$ cat src/logic/csfa_pkg.sv
package csfa_pkg;
	// Register byte offsets on the Avalon-MM slave
	localparam int AVS_AW = 5;
	localparam logic [4:0] OFF_CMD = 5'h00;
	localparam logic [4:0] OFF_ACC = 5'h04;
	localparam logic [4:0] OFF_IDX = 5'h08;
	localparam logic [4:0] OFF_STAT = 5'h0C;
	localparam logic [4:0] OFF_SP = 5'h10;
	localparam logic [4:0] OFF_MPTR = 5'h14;
	localparam logic [4:0] OFF_MDATA = 5'h18;

	// Command word fields
	localparam int CMD_OP_LSB = 0;
	localparam int CMD_BIT_LSB = 8;
	localparam int CMD_BUSY_BIT = 16;

	// Status word bit positions
	localparam int FLG_C = 0;
	localparam int FLG_Z = 1;
	localparam int FLG_I = 2;
	localparam int FLG_D = 3;
	localparam int FLG_B = 4;
	localparam int FLG_T = 5;
	localparam int FLG_V = 6;
	localparam int FLG_N = 7;

	// Reset values and memory map
	localparam logic [7:0] STAT_RST = 8'h04;
	localparam logic [7:0] SP_RST = 8'hFF;
	localparam logic [7:0] BYTE_RST = 8'h00;
	localparam logic [7:0] WO_BASE = 8'hF0;

	typedef enum logic [4:0] {
		op_add_with_carry = 5'b00000,
		op_subtract_with_borrow = 5'b00001,
		op_and = 5'b00010,
		op_exclusive_or = 5'b00011,
		op_inclusive_or = 5'b00100,
		op_clear_bit = 5'b00101,
		op_set_bit = 5'b00110,
		op_shift_left_arith = 5'b00111,
		op_logical_shift_right = 5'b01000,
		op_rotate_left = 5'b01001,
		op_rotate_right = 5'b01010,
		op_nibble_rotate = 5'b01011,
		op_subtract_one = 5'b01100,
		op_add_one = 5'b01101,
		op_product_op = 5'b01110,
		op_quotient_op = 5'b01111,
		op_push_status = 5'b10000,
		op_pull_status = 5'b10001,
		op_decimal_flag_set_op = 5'b10010,
		op_decimal_flag_clear_op = 5'b10011,
		op_carry_set = 5'b10100,
		op_carry_clear = 5'b10101,
		op_mem_mode_set = 5'b10110,
		op_mem_mode_clear = 5'b10111,
		op_none = 5'b11111
	} csfa_op_t;

	typedef enum logic [1:0] {
		st_idle = 2'b00,
		st_fetch = 2'b01,
		st_exec = 2'b10
	} csfa_fsm_t;

	typedef struct packed {
		csfa_fsm_t fsm;
		csfa_op_t op;
		logic [2:0] bitsel;
		logic [7:0] acc;
		logic [7:0] idx;
		logic [7:0] status;
		logic [7:0] sp;
		logic [7:0] mptr;
		logic [7:0] tmp_a;
		logic [7:0] tmp_b;
		logic [7:0] open_bus;
		logic busy;
		logic waitrequest;
		logic [31:0] readdata;
	} csfa_state_t;

	function automatic logic is_rmw(input csfa_op_t op);
		return (op >= op_clear_bit) && (op <= op_add_one);
	endfunction

	function automatic logic is_combine(input csfa_op_t op);
		return op <= op_inclusive_or;
	endfunction

	function automatic logic is_wo(input logic [7:0] addr);
		return addr >= WO_BASE;
	endfunction
endpackage

$ cat src/logic/csfa_alu.sv
`timescale 1ns/1ps
module csfa_alu
	import csfa_pkg::*;
(
	// Operation and operands
	input wire csfa_pkg::csfa_op_t op,
	input wire logic [7:0] a,
	input wire logic [7:0] a_hi,
	input wire logic [7:0] b,
	input wire logic [2:0] bitsel,
	input wire logic carry_in,
	input wire logic decimal,
	// Results
	output logic [7:0] res,
	output logic [7:0] res_hi,
	output logic c_out,
	output logic v_out,
	output logic upd_c,
	output logic upd_zn,
	output logic upd_v
);
	// Half-adjust one packed-decimal digit; returns {digit_carry, digit}
	function automatic logic [4:0] bcd_add_digit(input logic [4:0] raw);
		return (raw > 5'h09) ? 5'(raw + 5'h06) | 5'h10 : raw;
	endfunction

	function automatic logic [4:0] bcd_sub_digit(input logic [4:0] raw);
		return raw[4] ? (5'(raw - 5'h06) | 5'h10) : raw;
	endfunction

	logic [8:0] bin_sum;
	logic [4:0] lo_d;
	logic [4:0] hi_d;
	logic [15:0] wide;

	always_comb begin
		res = a;
		res_hi = 8'h00;
		c_out = carry_in;
		v_out = 1'b0;
		upd_c = 1'b0;
		upd_zn = 1'b0;
		upd_v = 1'b0;
		bin_sum = 9'h000;
		lo_d = 5'h00;
		hi_d = 5'h00;
		wide = 16'h0000;
		case (op)
			op_add_with_carry: begin
				upd_c = 1'b1;
				if (decimal) begin
					// Packed decimal; N, V and Z carry no meaning and are left alone
					lo_d = bcd_add_digit(5'({1'b0, a[3:0]}) + 5'({1'b0, b[3:0]}) + 5'({4'h0, carry_in}));
					hi_d = bcd_add_digit(5'({1'b0, a[7:4]}) + 5'({1'b0, b[7:4]}) + 5'({4'h0, lo_d[4]}));
					res = {hi_d[3:0], lo_d[3:0]};
					c_out = hi_d[4];
				end else begin
					bin_sum = 9'({1'b0, a}) + 9'({1'b0, b}) + 9'({8'h00, carry_in});
					res = bin_sum[7:0];
					c_out = bin_sum[8];
					v_out = (a[7] == b[7]) && (bin_sum[7] != a[7]);
					upd_zn = 1'b1;
					upd_v = 1'b1;
				end
			end
			op_subtract_with_borrow: begin
				upd_c = 1'b1;
				if (decimal) begin
					lo_d = bcd_sub_digit(5'({1'b0, a[3:0]}) - 5'({1'b0, b[3:0]}) - 5'({4'h0, ~carry_in}));
					hi_d = bcd_sub_digit(5'({1'b0, a[7:4]}) - 5'({1'b0, b[7:4]}) - 5'({4'h0, lo_d[4]}));
					res = {hi_d[3:0], lo_d[3:0]};
					// Carry set means no borrow, cleared means borrow
					c_out = ~hi_d[4];
				end else begin
					bin_sum = 9'({1'b0, a}) + 9'({1'b0, ~b}) + 9'({8'h00, carry_in});
					res = bin_sum[7:0];
					c_out = bin_sum[8];
					v_out = (a[7] != b[7]) && (bin_sum[7] != a[7]);
					upd_zn = 1'b1;
					upd_v = 1'b1;
				end
			end
			op_and: begin
				res = a & b;
				upd_zn = 1'b1;
			end
			op_exclusive_or: begin
				res = a ^ b;
				upd_zn = 1'b1;
			end
			op_inclusive_or: begin
				res = a | b;
				upd_zn = 1'b1;
			end
			// Read-modify-write class
			op_clear_bit: res = a & ~(8'h01 << bitsel);
			op_set_bit: res = a | (8'h01 << bitsel);
			op_shift_left_arith: begin
				res = {a[6:0], 1'b0};
				c_out = a[7];
				upd_c = 1'b1;
				upd_zn = 1'b1;
			end
			op_logical_shift_right: begin
				res = {1'b0, a[7:1]};
				c_out = a[0];
				upd_c = 1'b1;
				upd_zn = 1'b1;
			end
			op_rotate_left: begin
				res = {a[6:0], carry_in};
				c_out = a[7];
				upd_c = 1'b1;
				upd_zn = 1'b1;
			end
			op_rotate_right: begin
				res = {carry_in, a[7:1]};
				c_out = a[0];
				upd_c = 1'b1;
				upd_zn = 1'b1;
			end
			op_nibble_rotate: res = {a[3:0], a[7:4]};
			op_subtract_one: begin
				res = 8'(a - 8'h01);
				upd_zn = 1'b1;
			end
			op_add_one: begin
				res = 8'(a + 8'h01);
				upd_zn = 1'b1;
			end
			// Binary register form only, no flag touched
			op_product_op: begin
				wide = 16'({8'h00, a}) * 16'({8'h00, b});
				res = wide[7:0];
				res_hi = wide[15:8];
			end
			op_quotient_op: begin
				if (b == 8'h00) begin
					// Divide by zero saturates rather than leaving the registers stale
					res = 8'hFF;
					res_hi = 8'hFF;
				end else begin
					wide = {a_hi, a} / {8'h00, b};
					res = wide[7:0];
					wide = {a_hi, a} % {8'h00, b};
					res_hi = wide[7:0];
				end
			end
			default: res = a;
		endcase
	end
endmodule

$ cat src/logic/csfa_core.sv
// The Avalon-MM interface to the registers and the register addresses were decided locally.
`timescale 1ns/1ps
module csfa_core
	import csfa_pkg::*;
#(
	parameter int MEM_DEPTH = 256
) (
	// Clock and reset
	input wire logic REF_CLK,
	input wire logic RST_B,
	// Avalon-MM slave
	input wire logic [csfa_pkg::AVS_AW-1:0] AVS_ADDRESS,
	input wire logic AVS_READ,
	input wire logic AVS_WRITE,
	input wire logic [31:0] AVS_WRITEDATA,
	input wire logic [3:0] AVS_BYTEENABLE,
	output logic [31:0] AVS_READDATA,
	output logic AVS_WAITREQUEST,
	// Core state
	output logic [7:0] STATUS_WORD,
	output logic CORE_BUSY
);
	csfa_state_t st_ff;
	csfa_state_t nxt_st;
	logic [7:0] mem_ff [MEM_DEPTH];
	logic mem_we;
	logic [7:0] mem_wa;
	logic [7:0] mem_wd;
	logic [7:0] alu_a;
	logic [7:0] alu_res;
	logic [7:0] alu_res_hi;
	logic alu_c;
	logic alu_v;
	logic alu_upd_c;
	logic alu_upd_zn;
	logic alu_upd_v;
	logic req;

	// Write-only locations answer with whatever the internal bus last carried
	function automatic logic [7:0] peek(input logic [7:0] addr, input logic [7:0] last);
		return is_wo(addr) ? last : mem_ff[addr];
	endfunction

	assign alu_a = (st_ff.op == op_product_op || st_ff.op == op_quotient_op) ? st_ff.acc : st_ff.tmp_a;

	csfa_alu i_csfa_alu (
		.op(st_ff.op),
		.a(alu_a),
		.a_hi(st_ff.idx),
		.b(st_ff.tmp_b),
		.bitsel(st_ff.bitsel),
		.carry_in(st_ff.status[FLG_C]),
		.decimal(st_ff.status[FLG_D]),
		.res(alu_res),
		.res_hi(alu_res_hi),
		.c_out(alu_c),
		.v_out(alu_v),
		.upd_c(alu_upd_c),
		.upd_zn(alu_upd_zn),
		.upd_v(alu_upd_v)
	);

	assign req = AVS_READ | AVS_WRITE;

	always_comb begin
		nxt_st = st_ff;
		mem_we = 1'b0;
		mem_wa = 8'h00;
		mem_wd = 8'h00;
		nxt_st.waitrequest = 1'b1;
		// One ack per request; commands and accesses wait while an operation runs
		if (req && st_ff.waitrequest && st_ff.fsm == st_idle) begin
			nxt_st.waitrequest = 1'b0;
			nxt_st.readdata = 32'h0000_0000;
			if (AVS_READ) begin
				case ({AVS_ADDRESS[4:2], 2'b00})
					OFF_CMD: nxt_st.readdata = {15'h0000, st_ff.busy, 5'h00, st_ff.bitsel, 3'h0, st_ff.op};
					OFF_ACC: nxt_st.readdata = {24'h000000, st_ff.acc};
					OFF_IDX: nxt_st.readdata = {24'h000000, st_ff.idx};
					OFF_STAT: nxt_st.readdata = {24'h000000, st_ff.status};
					OFF_SP: nxt_st.readdata = {24'h000000, st_ff.sp};
					OFF_MPTR: nxt_st.readdata = {24'h000000, st_ff.mptr};
					OFF_MDATA: begin
						nxt_st.readdata = {24'h000000, peek(st_ff.mptr, st_ff.open_bus)};
						nxt_st.open_bus = peek(st_ff.mptr, st_ff.open_bus);
					end
					default: nxt_st.readdata = 32'h0000_0000;
				endcase
			end else if (AVS_BYTEENABLE[0]) begin
				case ({AVS_ADDRESS[4:2], 2'b00})
					OFF_CMD: begin
						nxt_st.op = csfa_op_t'(AVS_WRITEDATA[CMD_OP_LSB +: 5]);
						nxt_st.bitsel = AVS_WRITEDATA[CMD_BIT_LSB +: 3];
						nxt_st.fsm = st_fetch;
						nxt_st.busy = 1'b1;
					end
					OFF_ACC: nxt_st.acc = AVS_WRITEDATA[7:0];
					OFF_IDX: nxt_st.idx = AVS_WRITEDATA[7:0];
					OFF_STAT: nxt_st.status = AVS_WRITEDATA[7:0];
					OFF_SP: nxt_st.sp = AVS_WRITEDATA[7:0];
					OFF_MPTR: nxt_st.mptr = AVS_WRITEDATA[7:0];
					OFF_MDATA: begin
						mem_we = 1'b1;
						mem_wa = st_ff.mptr;
						mem_wd = AVS_WRITEDATA[7:0];
						nxt_st.open_bus = AVS_WRITEDATA[7:0];
					end
					default: nxt_st.op = st_ff.op;
				endcase
			end
		end

		case (st_ff.fsm)
			st_idle: nxt_st.busy = nxt_st.busy;
			st_fetch: begin
				nxt_st.fsm = st_exec;
				if (st_ff.op == op_pull_status) begin
					nxt_st.tmp_a = peek(8'(st_ff.sp + 8'h01), st_ff.open_bus);
				end else if (is_rmw(st_ff.op)) begin
					// One byte read from the addressed location
					nxt_st.tmp_a = peek(st_ff.mptr, st_ff.open_bus);
					nxt_st.open_bus = peek(st_ff.mptr, st_ff.open_bus);
				end else if (is_combine(st_ff.op) || st_ff.op == op_product_op || st_ff.op == op_quotient_op) begin
					// Memory-operand mode takes the first operand from memory at IDX; multiply and divide still feed ACC to the ALU
					nxt_st.tmp_a = st_ff.status[FLG_T] ? peek(st_ff.idx, st_ff.open_bus) : st_ff.acc;
					nxt_st.tmp_b = peek(st_ff.mptr, st_ff.open_bus);
					nxt_st.open_bus = peek(st_ff.mptr, st_ff.open_bus);
				end
			end
			st_exec: begin
				nxt_st.fsm = st_idle;
				nxt_st.busy = 1'b0;
				case (st_ff.op)
					op_push_status: begin
						// Stack grows down, so the saved word sits at SP+1 afterwards
						mem_we = 1'b1;
						mem_wa = st_ff.sp;
						mem_wd = st_ff.status;
						nxt_st.open_bus = st_ff.status;
						nxt_st.sp = 8'(st_ff.sp - 8'h01);
					end
					op_pull_status: begin
						nxt_st.status = st_ff.tmp_a;
						nxt_st.sp = 8'(st_ff.sp + 8'h01);
					end
					op_decimal_flag_set_op: nxt_st.status[FLG_D] = 1'b1;
					op_decimal_flag_clear_op: nxt_st.status[FLG_D] = 1'b0;
					op_carry_set: nxt_st.status[FLG_C] = 1'b1;
					op_carry_clear: nxt_st.status[FLG_C] = 1'b0;
					op_mem_mode_set: nxt_st.status[FLG_T] = 1'b1;
					op_mem_mode_clear: nxt_st.status[FLG_T] = 1'b0;
					op_product_op, op_quotient_op: begin
						nxt_st.acc = alu_res;
						nxt_st.idx = alu_res_hi;
					end
					default: begin
						if (is_rmw(st_ff.op)) begin
							// Write-back happens even for write-only targets
							mem_we = 1'b1;
							mem_wa = st_ff.mptr;
							mem_wd = alu_res;
							nxt_st.open_bus = alu_res;
						end else if (is_combine(st_ff.op) && st_ff.status[FLG_T]) begin
							mem_we = 1'b1;
							mem_wa = st_ff.idx;
							mem_wd = alu_res;
							nxt_st.open_bus = alu_res;
						end else if (is_combine(st_ff.op)) begin
							nxt_st.acc = alu_res;
						end
						if (is_rmw(st_ff.op) || is_combine(st_ff.op)) begin
							if (alu_upd_c) begin
								nxt_st.status[FLG_C] = alu_c;
							end
							// Decimal add and subtract leave N, V and Z as they were
							if (alu_upd_zn) begin
								nxt_st.status[FLG_Z] = (alu_res == 8'h00);
								nxt_st.status[FLG_N] = alu_res[7];
							end
							if (alu_upd_v) begin
								nxt_st.status[FLG_V] = alu_v;
							end
						end
					end
				endcase
			end
			default: nxt_st.fsm = st_idle;
		endcase
	end

	always_ff @(posedge REF_CLK or negedge RST_B) begin
		if (!RST_B) begin
			nxt_st_reset: begin
				st_ff.fsm <= st_idle;
				st_ff.op <= op_none;
				st_ff.bitsel <= 3'h0;
				st_ff.acc <= BYTE_RST;
				st_ff.idx <= BYTE_RST;
				st_ff.status <= STAT_RST;
				st_ff.sp <= SP_RST;
				st_ff.mptr <= BYTE_RST;
				st_ff.tmp_a <= BYTE_RST;
				st_ff.tmp_b <= BYTE_RST;
				st_ff.open_bus <= BYTE_RST;
				st_ff.busy <= 1'b0;
				st_ff.waitrequest <= 1'b1;
				st_ff.readdata <= 32'h0000_0000;
			end
		end else begin
			st_ff <= nxt_st;
		end
	end

	// Data array has no reset; its content is software's business
	always_ff @(posedge REF_CLK) begin
		if (mem_we) begin
			mem_ff[mem_wa] <= mem_wd;
		end
	end

	assign AVS_READDATA = st_ff.readdata;
	assign AVS_WAITREQUEST = st_ff.waitrequest;
	assign STATUS_WORD = st_ff.status;
	assign CORE_BUSY = st_ff.busy;

	// Checking helpers
	logic in_exec;
	logic bcd_ok;
	logic bcd_carry_exp;
	assign in_exec = st_ff.fsm == st_exec;
	assign bcd_ok = st_ff.tmp_a[3:0] < 4'hA && st_ff.tmp_a[7:4] < 4'hA && st_ff.tmp_b[3:0] < 4'hA
		&& st_ff.tmp_b[7:4] < 4'hA;
	assign bcd_carry_exp = (int'(st_ff.tmp_a[7:4]) * 10 + int'(st_ff.tmp_a[3:0]) + int'(st_ff.tmp_b[7:4]) * 10
		+ int'(st_ff.tmp_b[3:0]) + int'(st_ff.status[FLG_C])) > 99;

	a_reset_int_flag: assert property (@(posedge REF_CLK) disable iff (!RST_B)
		!$past(RST_B) |-> st_ff.status[FLG_I] && st_ff.fsm == st_idle)
		else $error("interrupt-disable flag not set after reset");
	a_push_stack_word: assert property (@(posedge REF_CLK) disable iff (!RST_B)
		in_exec && st_ff.op == op_push_status |=> mem_ff[8'(st_ff.sp + 8'h01)] == $past(st_ff.status)
		&& st_ff.sp == 8'($past(st_ff.sp) - 8'h01))
		else $error("pushed status not found at SP+1");
	a_pull_restores_word: assert property (@(posedge REF_CLK) disable iff (!RST_B)
		st_ff.fsm == st_fetch && st_ff.op == op_pull_status && !is_wo(8'(st_ff.sp + 8'h01))
		|-> ##2 st_ff.status == mem_ff[st_ff.sp])
		else $error("pulled status differs from stack byte");
	a_dflag_set_op: assert property (@(posedge REF_CLK) disable iff (!RST_B)
		in_exec && st_ff.op == op_decimal_flag_set_op |=> st_ff.status[FLG_D] && !st_ff.busy)
		else $error("decimal flag not set");
	a_decimal_carry_out: assert property (@(posedge REF_CLK) disable iff (!RST_B)
		in_exec && st_ff.op == op_add_with_carry && st_ff.status[FLG_D] && bcd_ok
		|=> st_ff.status[FLG_C] == $past(bcd_carry_exp))
		else $error("decimal carry wrong");
	a_decimal_nzv_kept: assert property (@(posedge REF_CLK) disable iff (!RST_B)
		in_exec && st_ff.status[FLG_D] && (st_ff.op == op_add_with_carry || st_ff.op == op_subtract_with_borrow)
		|=> {st_ff.status[FLG_N], st_ff.status[FLG_V], st_ff.status[FLG_Z]}
		== $past({st_ff.status[FLG_N], st_ff.status[FLG_V], st_ff.status[FLG_Z]}))
		else $error("decimal op disturbed N, V or Z");
	a_muldiv_flags_kept: assert property (@(posedge REF_CLK) disable iff (!RST_B)
		st_ff.fsm == st_fetch && (st_ff.op == op_product_op || st_ff.op == op_quotient_op)
		|-> ##2 st_ff.status == $past(st_ff.status, 2))
		else $error("multiply or divide changed status");
	a_product_binary: assert property (@(posedge REF_CLK) disable iff (!RST_B)
		in_exec && st_ff.op == op_product_op
		|=> {st_ff.idx, st_ff.acc} == 16'($past(st_ff.acc) * $past(st_ff.tmp_b)))
		else $error("product not binary register form");
	a_rmw_write_back: assert property (@(posedge REF_CLK) disable iff (!RST_B)
		in_exec && is_rmw(st_ff.op) |-> mem_we && mem_wa == st_ff.mptr && mem_wd == alu_res)
		else $error("read-modify-write missed its write-back");
	a_tmode_to_memory: assert property (@(posedge REF_CLK) disable iff (!RST_B)
		in_exec && is_combine(st_ff.op) && st_ff.status[FLG_T]
		|=> mem_ff[$past(st_ff.idx)] == $past(alu_res) && st_ff.acc == $past(st_ff.acc))
		else $error("memory-operand result not in memory");
	a_wo_read_open: assert property (@(posedge REF_CLK) disable iff (!RST_B)
		AVS_READ && st_ff.waitrequest && st_ff.fsm == st_idle && {AVS_ADDRESS[4:2], 2'b00} == OFF_MDATA
		&& is_wo(st_ff.mptr) |=> AVS_READDATA[7:0] == $past(st_ff.open_bus) && !AVS_WAITREQUEST)
		else $error("write-only read not from internal bus");

	c_decimal_add: cover property (@(posedge REF_CLK) disable iff (!RST_B)
		in_exec && st_ff.op == op_add_with_carry && st_ff.status[FLG_D]);
	c_push_pull: cover property (@(posedge REF_CLK) disable iff (!RST_B)
		in_exec && st_ff.op == op_pull_status);
	c_tmode_combine: cover property (@(posedge REF_CLK) disable iff (!RST_B)
		in_exec && is_combine(st_ff.op) && st_ff.status[FLG_T]);
	c_wo_rmw: cover property (@(posedge REF_CLK) disable iff (!RST_B)
		in_exec && is_rmw(st_ff.op) && is_wo(st_ff.mptr));
endmodule

$ cat config.mk
export PLATFORM = sky130hd
export DESIGN_NAME = csfa_core
export DESIGN_NICKNAME = d
export VERILOG_FILES = /design/src/logic/csfa_pkg.sv /design/src/logic/csfa_alu.sv /design/src/logic/csfa_core.sv
export SDC_FILE = /design/constraint.sdc
export NUM_CORES = 2
export LEC_CHECK = 0
export BUFFER_PORTS_ARGS = -buffer_cell sky130_fd_sc_hd__buf_2
export CELL_PAD_IN_SITES_DETAIL_PLACEMENT = 0
export CELL_PAD_IN_SITES_GLOBAL_PLACEMENT = 2
export CORE_ASPECT_RATIO = 0.9
export CORE_MARGIN = 2
export CORE_UTILIZATION = 42
export DETAILED_ROUTE_END_ITERATION = 6
export PLACE_DENSITY = 0.68
export SETUP_SLACK_MARGIN = 0.02
export SYNTH_ARGS = -nofsm -noshare
export SYNTH_HDL_FRONTEND = slang
export SYNTH_HIERARCHICAL = 1
export SYNTH_SLANG_ARGS = --single-unit
$ cat constraint.sdc
create_clock -name REF_CLK -period 48.4 [get_ports REF_CLK]
set_clock_uncertainty 0.2 [all_clocks]
set_input_delay 9.68 -clock REF_CLK [delete_from_list [all_inputs] [get_ports REF_CLK]]
set_output_delay 9.68 -clock REF_CLK [all_outputs]
set_load 0.005 [all_outputs]
==> results.toml <==
[outcome]
status = "finished with violations"
violations = "design-rule violations, max-slew violations"

[finish]
register_area_sq_um = 62800
multiInputGateArea_sq_um = 60520
mostFrequentLayoutCells = "edfxtp_1 (2016), mux4_2 (1599), nand2_1 (556)"
areaGrowthSynthToFinish_pct = 9.729
nNetsFinal = 8314
drive_above_1_share_pct = 31.47
layout_commonest_cell = "edfxtp_1"
fillers = 25960

[sta]
max_freq_mhz = 26.30
worst_slew_pin_slew_ps = 1639
tns_ps = 0
maxSlewViolCount = 112
relSlewSlack_pct = -9.240
fin_crit_ps = 38020
finalSetupViolCount = 0
hold_viol = 0
finalCritPeriodShare_pct = 78.55
rsz0062_at_grt = "false"

[clock_network]
clock_path_buffers = 4
cts_max_level = 4
tritoncts = "yes"
ctsHoldBuffers = 0
cts_root_buf = "clkbuf_16"
clkSinkCount = 2104
ctsResizeCount = 0
clk_latency_ps = 940
clk_pin_slew_ps = 60
cts_made_buffers = 233
cts_setup_buffers = 0

[critical_path]
start_kind = "flip-flop"
startpoint = "st_ff[47]$_DFFE_PN0P_"
setup.worst_path.class = "reg2reg"
slowest_stage = "buf_4"
worst_r2r_endpoint = "mem_ff[112][0]$_DFFE_PP_"
reg2reg_depth = 143
reg2reg_from = "st_ff[47]$_DFFE_PN0P_"
cp_max_fo = 103
end_kind = "flip-flop"
cpPeakStageDelay_ps = 900
endpoint = "mem_ff[112][0]$_DFFE_PP_"
reg2reg_slack_ps = 10380
cp.required_ps = 48750
worstPathArrival_ps = 38370
crit_path_frequent_cell = "o21a_1"

[grt]
grt_overflow = 0
grt_max_degree = 209
track_usage_pct = 32.97
grt_pass1_vias = 84290
antenna_found_initial = 38
grt_pass1_wl_um = 703100

[detailed_routing]
via_per_inst = 7.133
wl_um = 511100
drt_iter0_drc = 13140
post-route-drc-count = 8
num_vias = 87000
antenna_left = 0
drt-pass1-iter-count = 7
wire_per_inst_um = 41.91

[synth]
ys_seq_area_share_pct = 49.34
syn_avg_cell_area_sq_um = 15.77
syn_area_sq_um = 127200
ys_dominant_reg_cell = "edfxtp_1"
synth.distinct_cells = 125
synth_edf_count = 2016
synthArstFlopShare_pct = 4.183
synth_cells = 8065
yosysWarnings = 6
synth_seq_cells = 2104

[die]
coreArea_sq_um = 301100
die_w_um = 584.1
io_pins = 87
placementRows = 191
dieArea_sq_um = 307300
start_util_pct = 42.24
die_y_um = 526.1

[placement]
dpl.hpwl_um = 335800
portBuffers = 40
gp_congestion = 0.9673

[run]
maxCapViolations = 0

[min_path]
min_path_type = "reg2reg"
[cell families (layout without fill, tap and decap cells)]
logic type                 count (synthesis)  count (layout)  synth area share (%)
AOI/OAI and AO/OA                       1150            1150                 6.391
DFF                                     2104            2104                 49.34
buffers and inverters                    829             973                 3.433
and+or+nand+nor                         1616            1616                 5.789
muxes                                   2031            2031                 31.79
adders and majority gates                232             232                 2.557
other                                      1              32              0.002948
xor gates and xnor gates                 102             102                0.7023
[final cells by class]
type | count | area share [%]
diodes | 12 | 0.02151
clock buffers | 271 | 4.331
clock inverters | 154 | 1.057
inverters | 140 | 0.3872
multi-input cells | 5151 | 43.36
flip-flops and latches | 2104 | 44.99
well taps | 3956 | 3.546
repair buffers | 408 | 2.304
[worst max-delay path: cells and delay by family (launching register included)]
| family | cells | cell delay (ps) |
|---|---|---|
| AO/OA/AOI/OAI | 82 | 19400 |
| multiplexers | 5 | 2090 |
| adder cells (fa/ha/maj) | 15 | 4730 |
| AND/OR/NAND/NOR | 33 | 8430 |
| flip-flops | 1 | 640 |
| buffers and inverters | 8 | 1880 |
[metrics by stage]
| stage | cells | setup slack, ps | area, sq um | hold WS [ps] | util (%) |
|---|---|---|---|---|---|
| floorplan | 8084 | 7122 | 127300 | 251.0 | - |
| global placement | 11760 | 10760 | 132000 | 280.7 | 43.85 |
| detailed placement | 11760 | 10660 | 132000 | 287.5 | 43.85 |
| CTS | 12180 | 10480 | 139500 | 303.1 | 46.34 |
| global route | 12190 | 7181 | 139600 | 320.1 | 46.35 |
| finish | 12200 | 10380 | 139600 | 298.4 | 46.35 |
[cell usage after synthesis, types with 40 or more instances]
cell	n	area, sq um
a21oi_1	232	1161
a221oi_1	62	543.0
a22oi_1	84	630.6
a31oi_1	40	250.2
buf_1	41	153.9
buf_2	187	935.9
buf_4	113	848.3
buf_6	55	619.3
clkbuf_1	278	1044
dfrtp_1	73	1827
edfxtp_1	2016	60540
fa_1	47	940.9
ha_1	184	2302
inv_1	134	503.0
mux2_2	66	743.2
mux2i_1	362	3623
mux4_2	1599	36010
nand2_1	556	2087
nand3_1	199	996.0
nor2_1	495	1858
nor3_1	82	410.4
o21a_1	51	382.9
o21ai_0	190	950.9
o221ai_1	43	376.6
xnor2_1	70	613.1
[worst min-delay path by stage]
stage	startpoint	end	cells after the start
global route	AVS_READDATA[9]$_DFFE_PN0P_	AVS_READDATA[9]$_DFFE_PN0P_	1
global placement	AVS_READDATA[2]$_DFFE_PN0P_	AVS_READDATA[2]$_DFFE_PN0P_	2
CTS	AVS_READDATA[16]$_DFFE_PN0P_	AVS_READDATA[16]$_DFFE_PN0P_	1
floorplan	AVS_READDATA[0]$_DFFE_PN0P_	AVS_READDATA[0]$_DFFE_PN0P_	2
finish	AVS_READDATA[16]$_DFFE_PN0P_	AVS_READDATA[16]$_DFFE_PN0P_	1
detailed placement	AVS_READDATA[16]$_DFFE_PN0P_	AVS_READDATA[16]$_DFFE_PN0P_	1
[registers in the layout, indices dropped and copies added, names as in the netlist]
register and flops:
STATUS_WORD 8, CORE_BUSY 1, AVS_READDATA 12, AVS_WAITREQUEST 1
mem_ff 2016, st_ff 66
[per-layer routing]
| layer | GRT usage [%] | part of all wire [%] | vias to the layer above | wire length [um] |
|---|---|---|---|---|
| li1 | - | - | 33740 | - |
| met1 | 45.48 | 39 | 46180 | 198300 |
| met2 | 47.63 | 43 | 6010 | 220900 |
| met3 | 10.35 | 13 | 1034 | 63970 |
| met4 | 14.91 | 5.3 | 42 | 27160 |
| met5 | 0.8293 | 0.14 | - | 699 |
Power is left out: the tool's default activity adds up to more than one toggle a clock period on the data nets, which glitch-free logic cannot reach.
